### src/slbc_pkg.sv
package slbc_pkg;

  // Register map of the checker
  localparam logic [7:0] FWD_ERR_COUNT_OFFSET = 8'h25;
  localparam logic [7:0] FWD_ERR_COUNT_RESET  = 8'h00;
  localparam logic [7:0] LINK_DETECT_OFFSET   = 8'h0C;
  localparam int         LINK_DETECT_BIT      = 0;
  localparam logic [7:0] BC_CRC_COUNT_RESET   = 8'h00;

  // Widths
  localparam int PAYLOAD_WIDTH = 35;
  localparam int COUNT_WIDTH   = 8;

  // Timing
  localparam int CORE_CLK_HZ      = 40_000_000;
  localparam int INT_OSC_HZ       = 33_000_000;
  localparam int PAYLOAD_PERIOD   = 2;
  localparam int BC_FRAME_PERIOD  = 16;

  // Result pin levels
  localparam logic RESULT_PASS    = 1'b1;
  localparam logic RESULT_FAIL    = 1'b0;
  localparam logic RESULT_RESET   = 1'b0;

  localparam logic [PAYLOAD_WIDTH-1:0] PAYLOAD_ZERO = 35'h0_0000_0000;

  typedef enum logic [1:0] {
    ST_IDLE,
    ST_REQUEST,
    ST_CHECK,
    ST_HOLD
  } slbc_state_t;

endpackage

### src/slbc_link_if.sv
`timescale 1ns/1ps
interface slbc_link_if;
  import slbc_pkg::*;

  // Back channel, deserializer to serializer
  logic                     selfTestReq;
  logic                     bcFrameValid;
  logic                     bcCrcBad;
  // Forward channel, serializer to deserializer
  logic [PAYLOAD_WIDTH-1:0] payload;
  logic                     payloadValid;
  logic                     serInTest;

  modport des (
    output selfTestReq,
    output bcFrameValid,
    output bcCrcBad,
    input  payload,
    input  payloadValid,
    input  serInTest
  );

  modport ser (
    input  selfTestReq,
    input  bcFrameValid,
    input  bcCrcBad,
    output payload,
    output payloadValid,
    output serInTest
  );
endinterface

### src/slbc_des.sv
`timescale 1ns/1ps
// Behaviour
// - Pin or config bit enters self-test
// - Internal oscillator chosen only without pixel clock
// - Enable request sent over back channel
// - Far end sends all-zeros scrambled payload
// - Both in test and locked: result high
// - Errored 35-bit payload pulses result low
// - Enable low: stop, hold pass or fail
// - Verdict held until new test or reset; a run dropped before check shows fail one cycle, then pass
// - Enable pulse width sets test duration
// - Lock output valid throughout self-test
// - Board straps I/O zero high, others low
// - Link returns to normal after enable low
// - Compare against zeros, count at forward_link_error_count
// - Far end checks CRC after link detect
// - Far end clears 8-bit CRC count on entry
// - Far end counts only in test, keeps result
module slbc_des #(
  parameter int BC_DIV = slbc_pkg::BC_FRAME_PERIOD
) (
  input  wire logic                         core_clk,
  input  wire logic                         sys_rst,
  slbc_link_if.des                          link,
  input  wire logic                         selfTestEnablePin,
  input  wire logic                         selfTestClockSelectPin,
  input  wire logic                         cfgSelfTestEnable,
  input  wire logic                         cfgClockSelect,
  input  wire logic                         pixelClockPresent,
  input  wire logic                         rxLocked,
  input  wire logic                         injectBcError,
  output logic                              resultPin,
  output logic                              lockOut,
  output logic                              useInternalOsc,
  output logic                              normalMode,
  output logic                              checking,
  output logic [slbc_pkg::COUNT_WIDTH-1:0]  forwardLinkErrorCount
);
  import slbc_pkg::*;

  localparam int BW = $clog2(BC_DIV + 1);

  logic        enMeta;
  logic        enSync;
  logic        selMeta;
  logic        selSync;
  logic        testRequest;
  slbc_state_t state;
  slbc_state_t next_state;
  logic        payloadBad;
  logic        anyError;
  logic        errorPulse;
  logic [BW-1:0] bcCount;

  // Any set bit in a payload marks it errored
  function automatic logic payload_has_error(
    input logic [PAYLOAD_WIDTH-1:0] word
  );
    payload_has_error = (word != PAYLOAD_ZERO);
  endfunction

  //////////////////////////////////////////////////////////////////////////
  // Pin synchronisers; first stage feeds only the second
  always_ff @(posedge core_clk or posedge sys_rst) begin
    if (sys_rst) begin
      enMeta  <= 1'b0;
      enSync  <= 1'b0;
      selMeta <= 1'b0;
      selSync <= 1'b0;
    end else begin
      enMeta  <= selfTestEnablePin;
      enSync  <= enMeta;
      selMeta <= selfTestClockSelectPin;
      selSync <= selMeta;
    end
  end

  // Either source starts the run; duration is the request width
  assign testRequest = enSync | cfgSelfTestEnable;

  //////////////////////////////////////////////////////////////////////////
  // Test clock source select
  always_ff @(posedge core_clk or posedge sys_rst) begin
    if (sys_rst) begin
      useInternalOsc <= 1'b0;
    end else begin
      // Pixel clock always wins while present
      useInternalOsc <= ~pixelClockPresent &
                        (selSync | cfgClockSelect);
    end
  end

  //////////////////////////////////////////////////////////////////////////
  // Run sequencing
  always_comb begin
    next_state = state;
    unique case (state)
      ST_IDLE, ST_HOLD: begin
        if (testRequest) begin
          next_state = ST_REQUEST;
        end
      end
      ST_REQUEST: begin
        if (!testRequest) begin
          next_state = ST_HOLD;
        end else if (link.serInTest && rxLocked) begin
          next_state = ST_CHECK;
        end
      end
      ST_CHECK: begin
        if (!testRequest) begin
          next_state = ST_HOLD;
        end
      end
    endcase
  end

  always_ff @(posedge core_clk or posedge sys_rst) begin
    if (sys_rst) begin
      state <= ST_IDLE;
    end else begin
      state <= next_state;
    end
  end

  assign checking = (state == ST_CHECK);

  //////////////////////////////////////////////////////////////////////////
  // Back-channel enable and frames
  always_ff @(posedge core_clk or posedge sys_rst) begin
    if (sys_rst) begin
      link.selfTestReq <= 1'b0;
      normalMode       <= 1'b1;
    end else begin
      // Held for the whole run so a sleeping far end wakes up
      link.selfTestReq <= testRequest;
      normalMode       <= ~testRequest;
    end
  end

  always_ff @(posedge core_clk or posedge sys_rst) begin
    if (sys_rst) begin
      bcCount <= '0;
    end else if (bcCount == BW'(BC_DIV - 1)) begin
      bcCount <= '0;
    end else begin
      bcCount <= bcCount + BW'(1);
    end
  end

  always_ff @(posedge core_clk or posedge sys_rst) begin
    if (sys_rst) begin
      link.bcFrameValid <= 1'b0;
      link.bcCrcBad     <= 1'b0;
    end else begin
      link.bcFrameValid <= (bcCount == BW'(BC_DIV - 1));
      link.bcCrcBad     <= (bcCount == BW'(BC_DIV - 1)) & injectBcError;
    end
  end

  //////////////////////////////////////////////////////////////////////////
  // Payload checking
  assign payloadBad = checking && link.payloadValid &&
                      payload_has_error(link.payload);

  always_ff @(posedge core_clk or posedge sys_rst) begin
    if (sys_rst) begin
      anyError <= 1'b0;
    end else if (state != ST_REQUEST && next_state == ST_REQUEST) begin
      anyError <= 1'b0;
    end else if (payloadBad) begin
      anyError <= 1'b1;
    end
  end

  // Saturates so a long run never wraps back to a clean look
  always_ff @(posedge core_clk or posedge sys_rst) begin
    if (sys_rst) begin
      forwardLinkErrorCount <= FWD_ERR_COUNT_RESET;
    end else if (state != ST_REQUEST && next_state == ST_REQUEST) begin
      forwardLinkErrorCount <= FWD_ERR_COUNT_RESET;
    end else if (payloadBad && forwardLinkErrorCount != 8'hFF) begin
      forwardLinkErrorCount <= forwardLinkErrorCount + 8'h01;
    end
  end

  // One core cycle stands in for half a pixel period
  always_ff @(posedge core_clk or posedge sys_rst) begin
    if (sys_rst) begin
      errorPulse <= 1'b0;
    end else begin
      errorPulse <= payloadBad;
    end
  end

  //////////////////////////////////////////////////////////////////////////
  // Result pin
  always_ff @(posedge core_clk or posedge sys_rst) begin
    if (sys_rst) begin
      resultPin <= RESULT_RESET;
    end else begin
      unique case (next_state)
        ST_IDLE: begin
          resultPin <= RESULT_RESET;
        end
        ST_REQUEST: begin
          resultPin <= RESULT_FAIL;
        end
        ST_CHECK: begin
          resultPin <= payloadBad ? RESULT_FAIL : RESULT_PASS;
        end
        ST_HOLD: begin
          // Verdict stays until the next run or reset; a run dropped in ST_REQUEST shows fail one cycle, then pass
          resultPin <= (anyError | payloadBad | (state == ST_REQUEST)) ?
                       RESULT_FAIL : RESULT_PASS;
        end
      endcase
    end
  end

  //////////////////////////////////////////////////////////////////////////
  // Lock status passes straight through, test or not
  always_ff @(posedge core_clk or posedge sys_rst) begin
    if (sys_rst) begin
      lockOut <= 1'b0;
    end else begin
      lockOut <= rxLocked;
    end
  end

endmodule // slbc_des

### src/flat_wrapper.sv
// flat-port wrapper written by rule: the top's interface ports become plain ports
module slbc_des_flat import slbc_pkg::*;
#(
  parameter int BC_DIV = slbc_pkg::BC_FRAME_PERIOD
)
  (core_clk, sys_rst, selfTestEnablePin, selfTestClockSelectPin, cfgSelfTestEnable, cfgClockSelect, pixelClockPresent, rxLocked, injectBcError, resultPin, lockOut, useInternalOsc, normalMode, checking, forwardLinkErrorCount, link_selfTestReq, link_bcFrameValid, link_bcCrcBad, link_payload, link_payloadValid, link_serInTest);
  slbc_link_if link_i ();
  input  wire logic core_clk;
  input  wire logic sys_rst;
  input  wire logic selfTestEnablePin;
  input  wire logic selfTestClockSelectPin;
  input  wire logic cfgSelfTestEnable;
  input  wire logic cfgClockSelect;
  input  wire logic pixelClockPresent;
  input  wire logic rxLocked;
  input  wire logic injectBcError;
  output logic resultPin;
  output logic lockOut;
  output logic useInternalOsc;
  output logic normalMode;
  output logic checking;
  output logic [slbc_pkg::COUNT_WIDTH-1:0] forwardLinkErrorCount;
  output wire logic [$bits(link_i.selfTestReq)-1:0] link_selfTestReq;
  output wire logic [$bits(link_i.bcFrameValid)-1:0] link_bcFrameValid;
  output wire logic [$bits(link_i.bcCrcBad)-1:0] link_bcCrcBad;
  input wire logic [$bits(link_i.payload)-1:0] link_payload;
  input wire logic [$bits(link_i.payloadValid)-1:0] link_payloadValid;
  input wire logic [$bits(link_i.serInTest)-1:0] link_serInTest;
  assign link_selfTestReq = link_i.selfTestReq;
  assign link_bcFrameValid = link_i.bcFrameValid;
  assign link_bcCrcBad = link_i.bcCrcBad;
  assign link_i.payload = link_payload;
  assign link_i.payloadValid = link_payloadValid;
  assign link_i.serInTest = link_serInTest;
  slbc_des #(.BC_DIV(BC_DIV)) u_core (.core_clk(core_clk), .sys_rst(sys_rst), .link(link_i), .selfTestEnablePin(selfTestEnablePin), .selfTestClockSelectPin(selfTestClockSelectPin), .cfgSelfTestEnable(cfgSelfTestEnable), .cfgClockSelect(cfgClockSelect), .pixelClockPresent(pixelClockPresent), .rxLocked(rxLocked), .injectBcError(injectBcError), .resultPin(resultPin), .lockOut(lockOut), .useInternalOsc(useInternalOsc), .normalMode(normalMode), .checking(checking), .forwardLinkErrorCount(forwardLinkErrorCount));
endmodule
### config.mk
export PLATFORM = sky130hd
export DESIGN_NAME = slbc_des_flat
export DESIGN_NICKNAME = d
export VERILOG_FILES = /design/src/slbc_pkg.sv /design/src/slbc_link_if.sv /design/src/slbc_des.sv /design/src/flat_wrapper.sv
export SDC_FILE = /design/constraint.sdc
export NUM_CORES = 1
export LEC_CHECK = 0
export BUFFER_PORTS_ARGS = -buffer_cell sky130_fd_sc_hd__clkbuf_2
export CAP_MARGIN = 20
export CORE_AREA = 2 2 69 71
export CTS_BUF_LIST = sky130_fd_sc_hd__clkbuf_4 sky130_fd_sc_hd__clkbuf_8
export CTS_CLUSTER_DIAMETER = 80
export CTS_CLUSTER_SIZE = 40
export DETAILED_ROUTE_END_ITERATION = 8
export DIE_AREA = 0 0 71 73
export GPL_TIMING_DRIVEN = 0
export SETUP_SLACK_MARGIN = 0.3
export SYNTH_ARGS = -nofsm -noshare
export SYNTH_HDL_FRONTEND = slang
export SYNTH_SLANG_ARGS = --single-unit
### constraint.sdc
create_clock -name core_clk -period 2.3 [get_ports core_clk]
set_input_delay 0.23 -clock core_clk [delete_from_list [all_inputs] [get_ports core_clk]]
set_output_delay 0.23 -clock core_clk [all_outputs]
set_load 0.02 [all_outputs]
* After elaboration in Yosys (flattened, before gate mapping)
Cells that the tools add are included.
Cells by class: $add $sub $neg 2, equality and inequality tests 9, multiplexer cells 13, bitwise logic cells 8, reductions and logical operators 12
Operators with widths (count):
- 35-bit nonzero test | 1
- 8-bit two-way mux | 2
- 8-bit by 1-bit adder with 8-bit output, second input constant | 1
- 2-bit equality test, second input constant | 4
- 2-bit two-way mux | 4
- 8-bit inequality test, second input constant | 1
- 2-bit case mux with 3 select lines | 1
- 5-bit by 1-bit adder with 5-bit output, second input constant | 1
- 5-bit by 4-bit equality test with 1-bit output, second input constant | 1
- 1-bit logical AND | 5
- 5-bit two-way mux | 1
- 2-bit by 1-bit equality test with 1-bit output, second input constant | 2
- 2-bit zero test | 2
- 1-bit two-way mux | 4
- 1-bit bitwise OR | 4
- 2-bit nonzero test | 2
- 2-bit OR reduction | 2
- 1-bit case mux with 3 select lines | 1
- 1-bit AND | 2
- 2-bit by 1-bit inequality test with 1-bit output, second input constant | 1
- 1-bit NOT | 2
Word-level totals: bits in registers 27, bits of input ports 46, output and inout bits 16, word-level logic and storage cells 59

* Depth between registers and ports, before layout
depth after elaboration 7, depth in mapped cells 8, depth with buffers taken out 7

* Least setup slack after synthesis
OpenSTA, ideal clock, no wires.
path type register -> register, start point register u_core.forwardLinkErrorCount[0] in the netlist's numbering, end point register u_core.forwardLinkErrorCount[5] in the netlist's numbering, arrival time 2050 ps, slack 173 ps, cell stages (with the launch flop) 8, path buffers 1, clock period less this slack 2127 ps, cells stage by stage dfrtp_1 > ha_1 > and2_1 > and3_4 > buf_6 > or4_4 > or3_1 > a21boi_1
On the way: longest elaborated chain between the ends 3, elaborated cells on any way between the ends 6
RTL lines:
- from (decl) | line slbc_des.sv:37 | output logic [slbc_pkg::COUNT_WIDTH-1:0] forwardLinkErrorCount
- from (signal assigned) | line slbc_des.sv:183 | forwardLinkErrorCount <= forwardLinkErrorCount + 8'h01;
- 8-bit by 1-bit adder with 8-bit output / 8-bit inequality test (equally long branches) | line slbc_des.sv:183, slbc_des.sv:182
- 8-bit two-way mux / 1-bit logical AND (equally long branches) | line slbc_des.sv:182 | end else if (payloadBad && forwardLinkErrorCount != 8'hFF) begin
- 8-bit two-way mux / 2-bit nonzero test (equally long branches)
Several ways; a longest one is shown, not always the timed one. The select of a mux whose other input is x is not followed. A chain may end at the register's enable or synchronous reset.

* Final worst setup path
start point register u_core.forwardLinkErrorCount[1] in the netlist's numbering, end point register u_core.forwardLinkErrorCount[5] in the netlist's numbering
The elaborated chain is that of the path after synthesis.

==> flow_summary.ini <==
[sta]
finalCritPeriodShare_pct = 86.5
worstMarginPinSlew_ns = 0.562
report.final.slew_viol_count = 0
setup_violations = 0
whs_ns = 0.0692
finalCriticalPeriod_ns = 1.99
slew_headroom_pct = 62.2
skew_ns = 0.00735
fmax_mhz = 502
rsz0062_at_grt = true
hold_viol = 0
setup_tns_ns = 0

[grt]
grt_pass1_wl_um = 5130
grt_pass1_vias = 1154
grt_max_degree = 28
antenna_found_initial = 0
grt-ovfl-total = 0
grt_use_total_pct = 12.3

[clocking]
path_clk_slew_ns = 0.09
clock_latency_ns = 0.27
ctsHtreeMaxLevel = 1
cts_buffer_depth = 2
cts_root_buf = clkbuf_8
clock_sinks = 27
cts_made_buffers = 3
tritoncts = done

[routing]
vias = 1189
viasPerCell = 4.76
drt_drc_violations_left = 0
avgRoutedWirePerCell_um = 12.6
drtPass1Iterations = 4
drtIter0Drc = 66
wl_um = 3140
ant_nets = 0

[synthesis]
avgSynthCellArea_um2 = 10.5
synthDistinctLibCells = 33
ys_seq_area_share_pct = 53.0
yosysWarnings = 0
syn_nets = 172
ys_ff_latch = 27
mappedNetlistArea_mm2 = 0.00128
netlist_instances = 121

[layout]
layout.nets = 248
nFillCells = 464
ff_latch_area_um2 = 681
area_growth_pct = 43.9
largest_reg_flops = 8
regMostFlops = u_core.forwardLinkErrorCount
largestRegisters = u_core.forwardLinkErrorCount: 8 flops, u_core.bcCount: 5 flops, u_core.state: 2 flops
diodes = 0
multiInputGateArea_um2 = 596
drive_above_1_share_pct = 44.4

[status]
status = completed

[die]
io_pins = 62
die_x_um = 71
core-area_mm2 = 0.00454
rows = 25
start_util_pct = 28.1
dieArea_mm2 = 0.00518
fp.dieH_um = 73

[power_and_ir_drop]
ir_worst_vdd_v = 0.000409
powerDensity_mw_per_mm2 = 719
p_leak_nw = 0.901

[setup_path]
r2r-end = u_core.forwardLinkErrorCount[5]
worstSetupPathType = flip-flop to flip-flop
cp.required_ns = 2.50
reg2reg_depth = 7
end_kind = flip-flop
worstPathArrival_ns = 2.19
crit_fanout = 2
reg2reg_from = u_core.forwardLinkErrorCount[1]
ff2ff_setup_slack_ns = 0.31
crit_path_start_kind = flip-flop

[min_path]
holdPathStages = 1
hp-class = input port to flip-flop
hold_end = u_core.enMeta
hold_start = selfTestEnablePin

[place]
place_hpwl_um = 2330
io_buffers = 61
place.gp.congestion = 0.840

[job]
drv_cap = 0
==> critical path, stage by stage (launching register included) <==
cell and delay, ns:
dfrtp_2 0.43, ha_4 0.16, and2_4 0.15, and3_4 0.17
buf_6 0.11, or4_4 0.46, or3_1 0.31, a21boi_1 0.13
==> layout make-up <==
type / count / share of cell area [%]
inverter: 4 / 0.817
tap: 54 / 3.68
clock buffer: 4 / 2.66
timing repair buffer: 71 / 22.1
multi-input combinational: 87 / 32.4
sequential: 27 / 37.1
buffer: 3 / 1.23
==> per-stage QoR <==
step / instance area (µm²) / setup WS [ns] / power, W / instances / utilization [%]
after floorplan: 1280 / 0.262 / 0.000792 / 121 / -
after global placement: 1660 / 0.196 / 0.000907 / 236 / 36.5
after detailed placement: 1660 / 0.174 / 0.000914 / 236 / 36.5
final: 1840 / 0.310 / 0.00132 / 250 / 40.5
after CTS: 1740 / 0.294 / 0.00123 / 243 / 38.5
after global routing: 1840 / 0.271 / 0.00142 / 250 / 40.5
==> report_power, final <==
part / internal (W) / total, W / switching [W]
registers: 0.000516 / 0.000544 / 0.0000281
clock network: 0.000136 / 0.000270 / 0.000134
logic: 0.000250 / 0.000506 / 0.000256
total: 0.000902 / 0.00132 / 0.000418
==> layout by cell type, fill, tap and decap left out, drive strengths merged, types with 3 or more instances in the layout <==
| master | count |
|---|---|
| o21ai | 6 |
| nor4 | 9 |
| dfrtp | 26 |
| or3 | 5 |
| ha | 5 |
| inv | 4 |
| nand2 | 7 |
| and2 | 3 |
| o311ai | 3 |
| clkbuf | 66 |
| a21boi | 6 |
| nand3 | 7 |
| or4 | 3 |
| nand4 | 3 |
| buf | 10 |
| nor2 | 12 |
==> logic make-up after synthesis <==
group | Yosys count | share of synthesized area [%]
flops | 27 | 53.0
buf+inv | 7 | 2.65
compound gates | 19 | 10.3
mux | 1 | 0.784
xor+xnor | 2 | 1.37
fa+ha+maj | 5 | 4.90
simple gates | 60 | 27.0
==> cells in the mapped netlist <==
cell type  instances  area, µm²
mux2i_1            1       10.0
nand4b_1           1       8.76
or4b_1             1       10.0
or4_4              1       11.3
or4_1              2       15.0
nand3_1            7       35.0
nor3_1             2       10.0
nand3b_1           1       7.51
a21boi_0           2       15.0
dfstp_2            1       26.3
and3_4             1       11.3
o211ai_1           1       7.51
nor2_1            12       45.0
o21a_1             1       7.51
a21boi_1           4       30.0
o311ai_0           3       26.3
nor4b_1            1       8.76
inv_1              4       15.0
o21ai_0            6       30.0
dfrtp_1           26        651
nand2b_1           2       12.5
clkbuf_1           2       7.51
nand2_1            7       26.3
xor2_1             2       17.5
nand4_1            3       18.8
nor4_1             9       56.3
or3_1              5       31.3
and4_1             1       8.76
and3b_1            1       8.76
ha_1               5       62.6
buf_6              1       11.3
and2_1             3       18.8
o31ai_1            2       15.0
==> metal layers <==
layer	up-vias	global-route usage, %	part of all wire [%]	wire length (µm)
met1	570	15.4	45	1420
met3	2	2.62	3.3	104
li1	599	-	-	-
met5	-	0	0	0
met4	0	3.35	0.61	19
met2	18	21.5	51	1600
==> what timing repair did <==
action                                  CTS  global route
hold buffers                              0             1
buffers inserted                          3             4
cloned                                    0             1
pin swaps                                 0             3
hold endpoints to repair                  0             5
endpoints found under the setup margin    9             9
resized for setup                         5             7
==> worst max-delay path by stage <==
| stage | start | endpoint | slack [ns] |
|---|---|---|---|
| floorplan | u_core.forwardLinkErrorCount[1] | u_core.forwardLinkErrorCount[5] | 0.26 |
| CTS | u_core.forwardLinkErrorCount[1] | u_core.forwardLinkErrorCount[5] | 0.29 |
| detailed placement | u_core.state[0] | u_core.forwardLinkErrorCount[1] | 0.17 |
| global route | u_core.forwardLinkErrorCount[1] | u_core.forwardLinkErrorCount[5] | 0.27 |
| global placement | u_core.state[0] | u_core.forwardLinkErrorCount[0] | 0.20 |
| finish | u_core.forwardLinkErrorCount[1] | u_core.forwardLinkErrorCount[5] | 0.31 |
Power figures use the tool's default switching activity.
